==> src/ebt_pkg.sv <==
// Purpose: shared constants and types of the dual 8-bit timer block
// Assumes: 32-bit register bus, one aligned word per register
// Notes: channel 1 registers sit one stride above channel 0
package ebt_pkg;

  // ----------------------------------------------------------------
  // register map
  // ----------------------------------------------------------------
  localparam int ADDR_W = 8;
  localparam int CH_BIT = 4;
  localparam logic [2:0] ADDR_TOP = 3'h0;
  localparam logic [3:0] OFS_CLKSEL = 4'h0;
  localparam logic [3:0] OFS_CMP = 4'h4;
  localparam logic [3:0] OFS_MODE = 4'h8;
  localparam logic [3:0] OFS_COUNT = 4'hC;

  // ----------------------------------------------------------------
  // mode control fields
  // ----------------------------------------------------------------
  localparam int MB_RUN = 7;
  localparam int MB_PWM = 6;
  localparam int MB_CASC = 4;
  localparam int MB_SET = 3;
  localparam int MB_CLR = 2;
  localparam int MB_INV = 1;
  localparam int MB_OE = 0;
  localparam logic [1:0] PRESET_CLR = 2'h1;
  localparam logic [1:0] PRESET_SET = 2'h2;

  // ----------------------------------------------------------------
  // reset values, count clock codes, counts
  // ----------------------------------------------------------------
  localparam logic [7:0] RST_BYTE = 8'h00;
  localparam logic [2:0] RST_SEL = 3'h0;
  localparam logic [2:0] SEL_FALL = 3'h0;
  localparam logic [2:0] SEL_RISE = 3'h1;
  localparam logic [2:0] SEL_DIV1 = 3'h2;
  localparam logic [2:0] SEL_DIV2 = 3'h3;
  localparam logic [2:0] SEL_DIV4 = 3'h4;
  localparam logic [2:0] SEL_DIV64 = 3'h5;
  localparam logic [2:0] SEL_DIV256 = 3'h6;
  localparam logic [7:0] CNT_ZERO = 8'h00;
  localparam logic [7:0] CNT_ONE = 8'h01;
  localparam logic [7:0] CNT_MAX = 8'hFF;
  localparam logic [1:0] RESP_OKAY = 2'h0;
  localparam logic [1:0] RESP_DECERR = 2'h3;

  // write path states
  typedef enum logic {WR_IDLE = 1'b0, WR_RESP = 1'b1} ebt_wr_t;

endpackage

==> src/ebt_tick_if.sv <==
// Purpose: count clock select and tick between top and tick generator
// Assumes: one clock domain
// Notes: tick is a one-cycle qualifier, not a clock
`timescale 1ns/1ps
interface ebt_tick_if;
  logic [2:0] sel;
  logic evt;
  logic tick;
  modport gen (input sel, input evt, output tick);
  modport cons (output sel, output evt, input tick);
endinterface

==> src/ebt_tick_gen.sv <==
// Purpose: count tick from prescaled clock or event pin edge
// Assumes: event pin synchronous to clk_i
// Notes: unused select code gives no tick
`timescale 1ns/1ps
module ebt_tick_gen (
  input wire logic clk_i,
  input wire logic reset_i,
  ebt_tick_if.gen t
);

  logic evt_prev_r;
  logic [7:0] pre_r;

  // previous pin level for edge detection
  always_ff @(posedge clk_i)
  begin
    if (reset_i)
      evt_prev_r <= 1'b0;
    else
      evt_prev_r <= t.evt;
  end

  // free-running prescaler
  always_ff @(posedge clk_i)
  begin
    if (reset_i)
      pre_r <= ebt_pkg::RST_BYTE;
    else
      pre_r <= pre_r + ebt_pkg::CNT_ONE;
  end

  // tick select
  always_comb
  begin
    case (t.sel)
      ebt_pkg::SEL_FALL: t.tick = evt_prev_r & ~t.evt;
      ebt_pkg::SEL_RISE: t.tick = ~evt_prev_r & t.evt;
      ebt_pkg::SEL_DIV1: t.tick = 1'b1;
      ebt_pkg::SEL_DIV2: t.tick = pre_r[0];
      ebt_pkg::SEL_DIV4: t.tick = &pre_r[1:0];
      ebt_pkg::SEL_DIV64: t.tick = &pre_r[5:0];
      ebt_pkg::SEL_DIV256: t.tick = &pre_r;
      default: t.tick = 1'b0;
    endcase
  end
endmodule

==> src/ebt_timer.sv <==
// Purpose: two 8-bit timer/event counters behind an AXI4-Lite slave
// Assumes: single clock, synchronous active-high reset
// Notes: channel 1 may join channel 0 as a 16-bit counter
// Notes on behaviour
// - interval match clears counter, interrupts, continues
// - count enable starts; clearing it stops
// - event mode counts each valid pin edge
// - clock select 0 falling, 1 rising edge
// - event interrupt after N+1 edges, counter cleared
// - square wave: match toggles output when invert bit set, interrupts, clears
// - mode bit selects PWM; invert bit sets level
// - PWM output inactive until first overflow
// - overflow drives active, match drives inactive
// - PWM period 256 counts, width N counts
// - disabling count forces PWM output inactive
// - new PWM compare takes effect after overflow
// - compare read returns newly written value
// - cascade bit joins channels into 16 bits
// - cascade match interrupts channel 0, clears counter
// - cascade uses channel 0 clock; channel 1 clock select unused
// - preset bits clear or set output; read zero
// - output disabled holds timer pin low
// - count enable low clears and holds counter
`timescale 1ns/1ps
module ebt_timer (
  input wire logic clk_i,
  input wire logic reset_i,
  input wire logic [7:0] s_axi_awaddr_i,
  input wire logic s_axi_awvalid_i,
  output logic s_axi_awready_o,
  input wire logic [31:0] s_axi_wdata_i,
  input wire logic [3:0] s_axi_wstrb_i,
  input wire logic s_axi_wvalid_i,
  output logic s_axi_wready_o,
  output logic [1:0] s_axi_bresp_o,
  output logic s_axi_bvalid_o,
  input wire logic s_axi_bready_i,
  input wire logic [7:0] s_axi_araddr_i,
  input wire logic s_axi_arvalid_i,
  output logic s_axi_arready_o,
  output logic [31:0] s_axi_rdata_o,
  output logic [1:0] s_axi_rresp_o,
  output logic s_axi_rvalid_o,
  input wire logic s_axi_rready_i,
  input wire logic [1:0] event_input_pin_i,
  output logic [1:0] timer_output_pin_o,
  output logic low_channel_interrupt_o,
  output logic high_channel_interrupt_o
);

  // ----------------------------------------------------------------
  // declarations
  // ----------------------------------------------------------------
  logic aw_rdy_r, w_rdy_r, aw_got_r, w_got_r, bvalid_r;
  logic ar_rdy_r, rvalid_r;
  logic [1:0] bresp_r, rresp_r;
  logic [31:0] rdata_r, wd_r;
  logic [7:0] wa_r;
  logic [3:0] ws_r;
  ebt_pkg::ebt_wr_t wr_st_r;
  logic do_write, wen;
  logic [2:0] sel_r [2];
  logic [7:0] cmp_r [2];
  logic [7:0] cnt_r [2];
  logic [7:0] stage_r [2];
  logic [7:0] act_r [2];
  logic [7:0] inc [2];
  logic [1:0] run_r, pwm_r, inv_r, oe_r, ff_r, lvl_r, out_r, irq_r;
  logic casc_r;
  logic [1:0] tk, m8, ovf, phit, hit, tog;
  logic m16;

  ebt_tick_if tif0 ();
  ebt_tick_if tif1 ();

  // address inside the register window
  function automatic logic reg_ok(input logic [7:0] a);
    reg_ok = (a[7:5] == ebt_pkg::ADDR_TOP);
  endfunction

  // read data of one register
  function automatic logic [31:0] rd_word(input logic [7:0] a);
    logic ch;
    ch = a[ebt_pkg::CH_BIT];
    case (a[3:0])
      ebt_pkg::OFS_CLKSEL: rd_word = {29'h0, sel_r[ch]};
      ebt_pkg::OFS_CMP: rd_word = {24'h0, cmp_r[ch]};
      ebt_pkg::OFS_MODE: rd_word = {24'h0, run_r[ch], pwm_r[ch], 1'b0,
        casc_r & ch, 2'b00, inv_r[ch], oe_r[ch]};
      ebt_pkg::OFS_COUNT: rd_word = {24'h0, cnt_r[ch]};
      default: rd_word = 32'h0000_0000;
    endcase
  endfunction

  // ----------------------------------------------------------------
  // count tick sources
  // ----------------------------------------------------------------
  assign tif0.sel = sel_r[0];
  assign tif0.evt = event_input_pin_i[0];
  assign tif1.sel = sel_r[1];
  assign tif1.evt = event_input_pin_i[1];

  ebt_tick_gen u_tick0 (
    .clk_i(clk_i),
    .reset_i(reset_i),
    .t(tif0)
  );

  ebt_tick_gen u_tick1 (
    .clk_i(clk_i),
    .reset_i(reset_i),
    .t(tif1)
  );

  // ----------------------------------------------------------------
  // write path
  // ----------------------------------------------------------------
  assign do_write = (wr_st_r == ebt_pkg::WR_IDLE) & aw_got_r & w_got_r;
  assign wen = do_write & ws_r[0] & reg_ok(wa_r);

  // write address capture
  always_ff @(posedge clk_i)
  begin
    if (reset_i)
    begin
      aw_rdy_r <= 1'b0;
      aw_got_r <= 1'b0;
      wa_r <= ebt_pkg::RST_BYTE;
    end
    else if (aw_rdy_r && s_axi_awvalid_i)
    begin
      aw_rdy_r <= 1'b0;
      aw_got_r <= 1'b1;
      wa_r <= s_axi_awaddr_i;
    end
    else if (do_write)
      aw_got_r <= 1'b0;
    else
      aw_rdy_r <= !aw_got_r && (wr_st_r == ebt_pkg::WR_IDLE);
  end

  // write data capture
  always_ff @(posedge clk_i)
  begin
    if (reset_i)
    begin
      w_rdy_r <= 1'b0;
      w_got_r <= 1'b0;
      wd_r <= 32'h0000_0000;
      ws_r <= 4'h0;
    end
    else if (w_rdy_r && s_axi_wvalid_i)
    begin
      w_rdy_r <= 1'b0;
      w_got_r <= 1'b1;
      wd_r <= s_axi_wdata_i;
      ws_r <= s_axi_wstrb_i;
    end
    else if (do_write)
      w_got_r <= 1'b0;
    else
      w_rdy_r <= !w_got_r && (wr_st_r == ebt_pkg::WR_IDLE);
  end

  // write response
  always_ff @(posedge clk_i)
  begin
    if (reset_i)
    begin
      wr_st_r <= ebt_pkg::WR_IDLE;
      bvalid_r <= 1'b0;
      bresp_r <= ebt_pkg::RESP_OKAY;
    end
    else
    begin
      case (wr_st_r)
        ebt_pkg::WR_IDLE:
          if (do_write)
          begin
            wr_st_r <= ebt_pkg::WR_RESP;
            bvalid_r <= 1'b1;
            bresp_r <= reg_ok(wa_r) ? ebt_pkg::RESP_OKAY
                                    : ebt_pkg::RESP_DECERR;
          end
        ebt_pkg::WR_RESP:
          if (s_axi_bready_i)
          begin
            wr_st_r <= ebt_pkg::WR_IDLE;
            bvalid_r <= 1'b0;
          end
        default:
        begin
          wr_st_r <= ebt_pkg::WR_IDLE;
          bvalid_r <= 1'b0;
        end
      endcase
    end
  end

  // ----------------------------------------------------------------
  // read path
  // ----------------------------------------------------------------
  always_ff @(posedge clk_i)
  begin
    if (reset_i)
    begin
      ar_rdy_r <= 1'b0;
      rvalid_r <= 1'b0;
      rdata_r <= 32'h0000_0000;
      rresp_r <= ebt_pkg::RESP_OKAY;
    end
    else if (ar_rdy_r && s_axi_arvalid_i)
    begin
      ar_rdy_r <= 1'b0;
      rvalid_r <= 1'b1;
      rdata_r <= reg_ok(s_axi_araddr_i) ? rd_word(s_axi_araddr_i)
                                        : 32'h0000_0000;
      rresp_r <= reg_ok(s_axi_araddr_i) ? ebt_pkg::RESP_OKAY
                                        : ebt_pkg::RESP_DECERR;
    end
    else
    begin
      if (rvalid_r && s_axi_rready_i)
        rvalid_r <= 1'b0;
      ar_rdy_r <= !rvalid_r;
    end
  end

  // ----------------------------------------------------------------
  // configuration registers
  // ----------------------------------------------------------------
  always_ff @(posedge clk_i)
  begin
    if (reset_i)
    begin
      for (int i = 0; i < 2; i++)
      begin
        sel_r[i] <= ebt_pkg::RST_SEL;
        cmp_r[i] <= ebt_pkg::RST_BYTE;
      end
      run_r <= 2'b00;
      pwm_r <= 2'b00;
      inv_r <= 2'b00;
      oe_r <= 2'b00;
      casc_r <= 1'b0;
    end
    else if (wen)
    begin
      case (wa_r[3:0])
        ebt_pkg::OFS_CLKSEL: sel_r[wa_r[4]] <= wd_r[2:0];
        ebt_pkg::OFS_CMP: cmp_r[wa_r[4]] <= wd_r[7:0];
        ebt_pkg::OFS_MODE:
        begin
          run_r[wa_r[4]] <= wd_r[ebt_pkg::MB_RUN];
          pwm_r[wa_r[4]] <= wd_r[ebt_pkg::MB_PWM];
          inv_r[wa_r[4]] <= wd_r[ebt_pkg::MB_INV];
          oe_r[wa_r[4]] <= wd_r[ebt_pkg::MB_OE];
          if (wa_r[4])
            casc_r <= wd_r[ebt_pkg::MB_CASC];
        end
        default: casc_r <= casc_r;
      endcase
    end
  end

  // ----------------------------------------------------------------
  // compare and tick decode
  // ----------------------------------------------------------------
  always_comb
  begin
    tk[0] = run_r[0] & tif0.tick;
    tk[1] = run_r[1] & !casc_r & tif1.tick;
    for (int i = 0; i < 2; i++)
    begin
      inc[i] = cnt_r[i] + ebt_pkg::CNT_ONE;
      m8[i] = (cnt_r[i] == cmp_r[i]);
      ovf[i] = tk[i] & pwm_r[i] & (cnt_r[i] == ebt_pkg::CNT_MAX);
      phit[i] = tk[i] & pwm_r[i] & (inc[i] == act_r[i]);
    end
    m16 = ({cnt_r[1], cnt_r[0]} == {cmp_r[1], cmp_r[0]});
    hit[0] = tk[0] & (casc_r ? m16 : (pwm_r[0] ? phit[0] : m8[0]));
    hit[1] = tk[1] & (pwm_r[1] ? phit[1] : m8[1]);
    for (int i = 0; i < 2; i++)
      tog[i] = hit[i] & !pwm_r[i] & inv_r[i];
  end

  // ----------------------------------------------------------------
  // counters
  // ----------------------------------------------------------------
  always_ff @(posedge clk_i)
  begin
    if (reset_i)
    begin
      cnt_r[0] <= ebt_pkg::CNT_ZERO;
      cnt_r[1] <= ebt_pkg::CNT_ZERO;
    end
    else
    begin
      // low channel, also the cascade low byte
      if (!run_r[0])
        cnt_r[0] <= ebt_pkg::CNT_ZERO;
      else if (tk[0])
        cnt_r[0] <= (hit[0] && !pwm_r[0]) ? ebt_pkg::CNT_ZERO
                                          : inc[0];
      // high channel
      if (!run_r[1])
        cnt_r[1] <= ebt_pkg::CNT_ZERO;
      else if (casc_r)
      begin
        if (tk[0] && m16)
          cnt_r[1] <= ebt_pkg::CNT_ZERO;
        else if (tk[0] && cnt_r[0] == ebt_pkg::CNT_MAX)
          cnt_r[1] <= inc[1];
      end
      else if (tk[1])
        cnt_r[1] <= (hit[1] && !pwm_r[1]) ? ebt_pkg::CNT_ZERO
                                          : inc[1];
    end
  end

  // pwm compare staging: stage loads one tick before overflow, active copy at overflow
  always_ff @(posedge clk_i)
  begin
    for (int i = 0; i < 2; i++)
    begin
      if (reset_i)
      begin
        stage_r[i] <= ebt_pkg::RST_BYTE;
        act_r[i] <= ebt_pkg::RST_BYTE;
      end
      else if (!run_r[i] || !pwm_r[i])
      begin
        stage_r[i] <= cmp_r[i];
        act_r[i] <= cmp_r[i];
      end
      else
      begin
        if (tk[i] && inc[i] == ebt_pkg::CNT_MAX)
          stage_r[i] <= cmp_r[i];
        if (ovf[i])
          act_r[i] <= stage_r[i];
      end
    end
  end

  // pwm level: active from overflow to match
  always_ff @(posedge clk_i)
  begin
    for (int i = 0; i < 2; i++)
    begin
      if (reset_i)
        lvl_r[i] <= 1'b0;
      else if (!run_r[i] || !pwm_r[i])
        lvl_r[i] <= 1'b0;
      else if (ovf[i])
        lvl_r[i] <= (stage_r[i] != ebt_pkg::CNT_ZERO);
      else if (phit[i])
        lvl_r[i] <= 1'b0;
    end
  end

  // timer output flip-flop: preset on write, toggle on match when invert bit set
  always_ff @(posedge clk_i)
  begin
    for (int i = 0; i < 2; i++)
    begin
      if (reset_i)
        ff_r[i] <= 1'b0;
      else if (wen && wa_r[3:0] == ebt_pkg::OFS_MODE &&
               wa_r[4] == 1'(i) && !wd_r[ebt_pkg::MB_PWM])
      begin
        case (wd_r[ebt_pkg::MB_SET:ebt_pkg::MB_CLR])
          ebt_pkg::PRESET_CLR: ff_r[i] <= 1'b0;
          ebt_pkg::PRESET_SET: ff_r[i] <= 1'b1;
          default: ff_r[i] <= ff_r[i];
        endcase
      end
      else if (tog[i])
        ff_r[i] <= !ff_r[i];
    end
  end

  // pins and interrupt pulses
  always_ff @(posedge clk_i)
  begin
    for (int i = 0; i < 2; i++)
    begin
      if (reset_i)
      begin
        out_r[i] <= 1'b0;
        irq_r[i] <= 1'b0;
      end
      else
      begin
        out_r[i] <= oe_r[i] & (pwm_r[i] ? (lvl_r[i] ^ inv_r[i])
                                        : ff_r[i]);
        irq_r[i] <= hit[i];
      end
    end
  end

  // ----------------------------------------------------------------
  // outputs
  // ----------------------------------------------------------------
  assign s_axi_awready_o = aw_rdy_r;
  assign s_axi_wready_o = w_rdy_r;
  assign s_axi_bvalid_o = bvalid_r;
  assign s_axi_bresp_o = bresp_r;
  assign s_axi_arready_o = ar_rdy_r;
  assign s_axi_rvalid_o = rvalid_r;
  assign s_axi_rdata_o = rdata_r;
  assign s_axi_rresp_o = rresp_r;
  assign timer_output_pin_o = out_r;
  assign low_channel_interrupt_o = irq_r[0];
  assign high_channel_interrupt_o = irq_r[1];
endmodule

==> config.mk <==
export PLATFORM = sky130hd
export DESIGN_NAME = ebt_timer
export DESIGN_NICKNAME = d
export VERILOG_FILES = /design/src/ebt_pkg.sv /design/src/ebt_tick_if.sv /design/src/ebt_tick_gen.sv /design/src/ebt_timer.sv
export SDC_FILE = /design/constraint.sdc
export NUM_CORES = 1
export LEC_CHECK = 0
export BUFFER_PORTS_ARGS = -buffer_cell sky130_fd_sc_hd__buf_4
export CORE_MARGIN = 10
export CORE_UTILIZATION = 43
export CTS_CLUSTER_DIAMETER = 200
export DETAILED_ROUTE_END_ITERATION = 8
export SETUP_SLACK_MARGIN = 0.1
export SLEW_MARGIN = 30
export SYNTH_ARGS = -nofsm -noshare
export SYNTH_HDL_FRONTEND = slang
export SYNTH_SLANG_ARGS = --single-unit
==> constraint.sdc <==
create_clock -name clk_i -period 5.43 [get_ports clk_i]
set_input_delay 0.543 -clock clk_i [delete_from_list [all_inputs] [get_ports clk_i]]
set_output_delay 0.543 -clock clk_i [all_outputs]
set_load 0.02 [all_outputs]
### Yosys cells after proc, flatten, opt, wreduce, memory -nomap -nowiden

Memories as Yosys holds them, arrays and structs flattened.
Index checks and enable logic that the tools add are counted.

| storage, ports and cells | value |
|---|---|
| memories | 5 |
| output and inout port bits | 45 |
| bits in latches | 0 |
| register bits after elaboration | 96 |
| bits of input ports | 61 |
| bits in writable memories | 70 |
| ROM bits | 0 |
| word-level logic and storage cells | 311 |

| operators by class | value |
|---|---|
| shift operators | 0 |
| add/subtract/negate cells | 4 |
| reduce and logical (&&, ||, !) cells | 65 |
| bitwise logic cells | 48 |
| $lt $le $gt $ge | 3 |
| equal/unequal tests | 32 |
| multipliers | 0 |
| divide/modulo/power cells | 0 |
| multiplexer cells | 125 |

Memory list:

| memory | words | width | rd ports | clocked after memory_dff | wr ports | RTL line | RTL |
|---|---|---|---|---|---|---|---|
| act_r | 2 | 8 | 2 | 0 | 2 | ebt_timer.sv:66 | `logic [7:0] act_r [2];` |
| cmp_r | 2 | 8 | 3 | 0 | 2 | ebt_timer.sv:63 | `logic [7:0] cmp_r [2];` |
| cnt_r | 2 | 8 | 3 | 0 | 2 | ebt_timer.sv:64 | `logic [7:0] cnt_r [2];` |
| stage_r | 2 | 8 | 2 | 0 | 2 | ebt_timer.sv:65 | `logic [7:0] stage_r [2];` |
| sel_r | 2 | 3 | 3 | 0 | 2 | ebt_timer.sv:62 | `logic [2:0] sel_r [2];` |

Operators by type and width:

| kind | number |
|---|---|
| 2-to-1 mux 8 bit | 17 |
| 2-to-1 mux 1 bit | 93 |
| adder 8 x 1 -> 8 bit, second input constant | 4 |
| == test 8 bit | 4 |
| == test 8 bit, second input constant | 4 |
| 2-to-1 mux 32 bit | 1 |
| case mux 8 bit (4 select lines) | 1 |
| AND 1 bit | 26 |
| == test 3 bit, second input constant | 6 |
| logical AND 1 bit | 18 |
| == test 16 bit | 1 |
| AND reduction 8 bit | 2 |
| nonzero test 8 bit | 2 |
| OR 1 bit | 14 |
| case mux 1 bit (7 select lines) | 2 |
| AND reduction 2 bit | 7 |
| nonzero test 2 bit | 7 |
| == test 3 x 2 -> 1 bit, second input constant | 4 |
| == test 4 bit, second input constant | 3 |
| logical NOT 3 bit | 4 |
| AND reduction 6 bit | 2 |
| logical NOT 1 bit | 11 |
| OR reduction 2 bit | 5 |
| bitwise mux 2 bit | 4 |
| 19 further kinds | 35 |

### Logic depth before layout (Yosys ltp)

| depth | value |
|---|---|
| word-level depth | 13 |
| mapped depth | 8 |
| gate-level depth less buffers | 7 |

### Cells and area by module

Synthesis repeated with hierarchy kept, for this count alone.

| unflattened totals | value |
|---|---|
| cell total of the unflattened synthesis | 722 |
| area, all modules | 7263.2 µm² |

By module, submodules not included:

| module | instances | area each (µm²) | seq. area each (µm²) | cells an instance |
|---|---|---|---|---|
| ebt_timer | 1 | 6482.5 | 3143.0 | 636 |
| ebt_tick_gen | 2 | 390.4 | 180.2 | 43 |

### Worst setup path after synthesis

No wires, ideal clock.

| timing | value |
|---|---|
| path type | reg2reg |
| from | memory cnt_r[1][0] |
| to | memory stage_r[1][0] (enable) |
| required time | 5.055 ns |
| period minus slack after synthesis | 2.600 ns |
| buffers on the path | 1 |
| setup time | 0.375 ns |
| arrival | 2.225 ns |
| cell stages (with the launch flop) | 7 |
| slack | 2.830 ns |
| cells stage by stage | edfxtp_1 buf_6 and3_4 xnor2_2 or3_1 or4_4 o21bai_1 |

RTL lines:

| element | RTL line |
|---|---|
| start, declared | ebt_timer.sv:64 |
| end, declared | ebt_timer.sv:65 |

==> metrics.txt <==
# TYPE chip_impl_metric gauge
chip_impl_metric{name="worst_slack",unit="ns"} 2.48
chip_impl_metric{name="hpwlAfterDp",unit="um"} 12400
chip_impl_metric{name="drive_gt1_share",unit="%"} 14.6
chip_impl_metric{name="floorplan.io_pins",unit=""} 106
chip_impl_info{name="run_status",value="finished clean"} 1
chip_impl_metric{name="detailedRoute.firstPassIterationCount",unit=""} 5
chip_impl_metric{name="final-hold-violation-count",unit=""} 0
chip_impl_metric{name="whs_path_depth",unit=""} 2
chip_impl_metric{name="worstRegToRegCells",unit=""} 5
chip_impl_metric{name="syn-cell-area",unit="mm2"} 0.00702
chip_impl_metric{name="globalRouteOverflowTotal",unit=""} 0
chip_impl_metric{name="grt_pass1_vias",unit=""} 5019
chip_impl_metric{name="synth_seq_area_share",unit="%"} 49.9
chip_impl_metric{name="design.die.area",unit="mm2"} 0.0218
chip_impl_metric{name="period_needed",unit="ns"} 2.95
chip_impl_metric{name="multi_input_combinational_cell_area",unit="mm2"} 0.00321
chip_impl_metric{name="reg2reg_slack",unit="ns"} 2.48
chip_impl_info{name="timing.hold.worst.start",value="event_input_pin_i[1]"} 1
chip_impl_metric{name="maxClockFrequency",unit="MHz"} 339
chip_impl_metric{name="synth.distinct_cells",unit=""} 70
chip_impl_metric{name="cts_made_buffers",unit=""} 17
chip_impl_metric{name="grt.total_usage",unit="%"} 15.7
chip_impl_metric{name="final-seq-area",unit="mm2"} 0.00350
chip_impl_metric{name="worst_ep_required_time",unit="ns"} 5.48
chip_impl_metric{name="routed_via_density",unit=""} 5.38
chip_impl_metric{name="cp.buffers_inverters",unit=""} 0
chip_impl_metric{name="cpPeakStageDelay",unit="ns"} 0.60
chip_impl_metric{name="largest_net_degree_at_the_start_of_global_routing",unit=""} 77
chip_impl_metric{name="cts_hold_buffers",unit=""} 0
chip_impl_metric{name="cts.path.max_buffers",unit=""} 2
chip_impl_metric{name="core_region_area",unit="mm2"} 0.0159
chip_impl_metric{name="antenna_found_initial",unit=""} 0
chip_impl_metric{name="power_density",unit="mW/mm2"} 318
chip_impl_metric{name="routed-via-count",unit=""} 5140
chip_impl_info{name="hp-class",value="in -> reg"} 1
chip_impl_metric{name="finalCritPeriodShare",unit="%"} 54.3
chip_impl_metric{name="dieWidth",unit="um"} 148
chip_impl_info{name="critical_path.top_delay_family",value="simple AND/OR/NAND/NOR gates"} 1
chip_impl_metric{name="postLayoutCellArea",unit="mm2"} 0.00809
chip_impl_info{name="end_kind",value="register"} 1
chip_impl_metric{name="dpl_worst_slack",unit="ns"} 2.50
chip_impl_metric{name="path_clk_slew",unit="ns"} 0.06
chip_impl_metric{name="finalSetupViolCount",unit=""} 0
chip_impl_info{name="cts-root-buf",value="sky130_fd_sc_hd__clkbuf_16"} 1
chip_impl_metric{name="stdcell_count",unit=""} 956
chip_impl_info{name="layout.cells.most_common_list",value="70 x sky130_fd_sc_hd__edfxtp_1, 70 x sky130_fd_sc_hd__dfxtp_1, 69 x sky130_fd_sc_hd__nand2_1"} 1
chip_impl_info{name="tritoncts",value="yes"} 1
chip_impl_metric{name="initial_util",unit="%"} 44.0
chip_impl_metric{name="drt-initial-drc-count",unit=""} 527
chip_impl_metric{name="post-route-drc-count",unit=""} 0
chip_impl_metric{name="worstPathArrival",unit="ns"} 3.00
chip_impl_metric{name="slew_violations",unit=""} 0
chip_impl_metric{name="vdd.ir_drop.worst",unit="uV"} 211
chip_impl_metric{name="design_power_total",unit="mW"} 2.58
chip_impl_metric{name="wire_per_inst",unit="um"} 17.7
chip_impl_metric{name="worst_slew_pin_slew",unit="ns"} 0.989
chip_impl_metric{name="clk-insertion-delay-late",unit="ns"} 0.43
chip_impl_metric{name="post_cts.resized_instances",unit=""} 0
chip_impl_metric{name="whs",unit="ns"} 0.351
chip_impl_info{name="cp_cell_sequence",value="ha_1 -> xnor2_1 -> or3_1 -> or4_4 -> o21bai_1"} 1
chip_impl_metric{name="synth_edf_count",unit=""} 70
chip_impl_metric{name="io_buffers",unit=""} 54
chip_impl_metric{name="final_util",unit="%"} 50.8
chip_impl_metric{name="numPlacedInstances",unit=""} 924
chip_impl_metric{name="die_height",unit="um"} 148
chip_impl_metric{name="postSynth.asyncResetShare",unit="%"} 0
chip_impl_metric{name="numClockSinks",unit=""} 140
chip_impl_metric{name="final.setup_skew",unit="ns"} 0.00864
chip_impl_metric{name="slew_headroom",unit="%"} 33.6
chip_impl_metric{name="post_cts_buffers",unit=""} 0
chip_impl_metric{name="floorplan.rows",unit=""} 46
chip_impl_metric{name="cts.htree.levels",unit=""} 4
chip_impl_info{name="startpoint_type",value="register"} 1
chip_impl_metric{name="yosys_warning_total",unit=""} 0
chip_impl_info{name="grt_setup_unrepaired",value="false"} 1
chip_impl_metric{name="syn_inst",unit=""} 689
chip_impl_metric{name="fill_cells",unit=""} 1472
chip_impl_metric{name="max_cap_viol_count",unit=""} 0
chip_impl_metric{name="synthToLayoutAreaGrowth",unit="%"} 15.3
chip_impl_metric{name="grt_pass1_wl",unit="um"} 26900
chip_impl_metric{name="placedInstanceArea",unit="mm2"} 0.00744
chip_impl_metric{name="totalNegativeSetupSlack",unit="ns"} 0
chip_impl_info{name="crit_start",value="cnt_r[1][0]$_SDFFCE_PN0P_"} 1
chip_impl_info{name="timing.rr.start",value="cnt_r[1][0]$_SDFFCE_PN0P_"} 1
chip_impl_info{name="postSynth.topFlopCell",value="sky130_fd_sc_hd__edfxtp_1"} 1
chip_impl_metric{name="routed_wirelength",unit="um"} 16900
chip_impl_info{name="critPathKind",value="reg -> reg"} 1
chip_impl_metric{name="syn-mean-instance-area",unit="um2"} 10.2
chip_impl_metric{name="antenna_cells",unit=""} 0
chip_impl_info{name="critPathSlowestCell",value="sky130_fd_sc_hd__o21bai_1"} 1
chip_impl_metric{name="layout.nets",unit=""} 795
chip_impl_metric{name="critical_path.max_fanout",unit=""} 8
chip_impl_metric{name="crit_path_cell_count",unit=""} 5
chip_impl_metric{name="total_leakage_power",unit="nW"} 3.00
chip_impl_metric{name="gp_congestion",unit=""} 0.883
chip_impl_metric{name="final_antenna_net_count",unit=""} 0
chip_impl_metric{name="synth-seq-cells",unit=""} 140
-- worst paths after layout --
path                                                      end
worst max-delay path              stage_r[1][1]$_SDFFCE_PN0P_
worst min-delay path            u_tick1.evt_prev_r$_SDFF_PP0_
worst max register to register    stage_r[1][1]$_SDFFCE_PN0P_
worst min register to register           oe_r[0]$_SDFFE_PP0P_
-- routing by layer --
layer	part of all wire (%)	GRT usage (%)
met1	45	19.4
met2	48	25.1
met3	6.1	4.61
met4	1.7	6.29
met5	0	0
-- registers in the layout, summed over array words and instances, names as in the netlist, 6 cells and up --
signal / flops
act_r: 16
cmp_r: 16
cnt_r: 16
s_axi_rdata_o: 8
sel_r: 6
stage_r: 16
u_tick0.pre_r: 8
u_tick1.pre_r: 8
wa_r: 8
wd_r: 8
-- worst register-to-register path, delay by kind of cell (launching register included) --
family	cells	cell delay, ns
xor gates and xnor gates	1	0.17
adders and majority gates	1	0.30
DFF	1	0.55
and+or+nand+nor	2	0.95
AOI/OAI and AO/OA	1	0.60
-- cell families after synthesis --
family,synth area share [%]
compound gates,12.0
xor+xnor,7.86
fa+ha+maj,1.25
buf+inv,5.72
flops,49.9
mux,2.19
other cells,0.0534
simple gates,21.1
-- cell type report --
class	instances	share of cell area (%)
sequential	140	43.3
clock buffer	17	5.26
multi-input combinational	500	39.7
clock inverter	15	2.74
tap	216	3.34
inverter	14	0.649
timing repair buffer	54	5.01
-- where the power goes --
part	leakage (nW)	switching, mW	internal (mW)
Clock	0.319	0.456	0.815
Combinational	1.31	0.0829	0.0569
Sequential	1.37	0.0317	1.13
Total	3.00	0.570	2.01
-- cells in the mapped netlist, drive strengths merged (4+ instances only) --
library cell  number  area (um2)
xnor2             32         288
buf               37         270
inv               14        52.6
xor2              25         219
nand4              7        43.8
nor2              60         225
nand3             20         100
nand2             69         259
a222oi             5        50.1
a21oi             35         175
dfxtp             70        1400
nor3              15        80.1
nor2b             15        93.8
a22o              23         203
o21ai              5        25.0
mux2i             12         120
nor4              12        90.1
nand2b             5        33.8
clkbuf            21        78.8
ha                 7        87.6
a2111oi            5        43.8
a22oi              6        45.0
or2                7        43.8
and3              12        82.6
a221oi             4        41.3
edfxtp            70        2100
nor3b              7        52.6
and2              34         213
(Power assumes the default switching activity.)
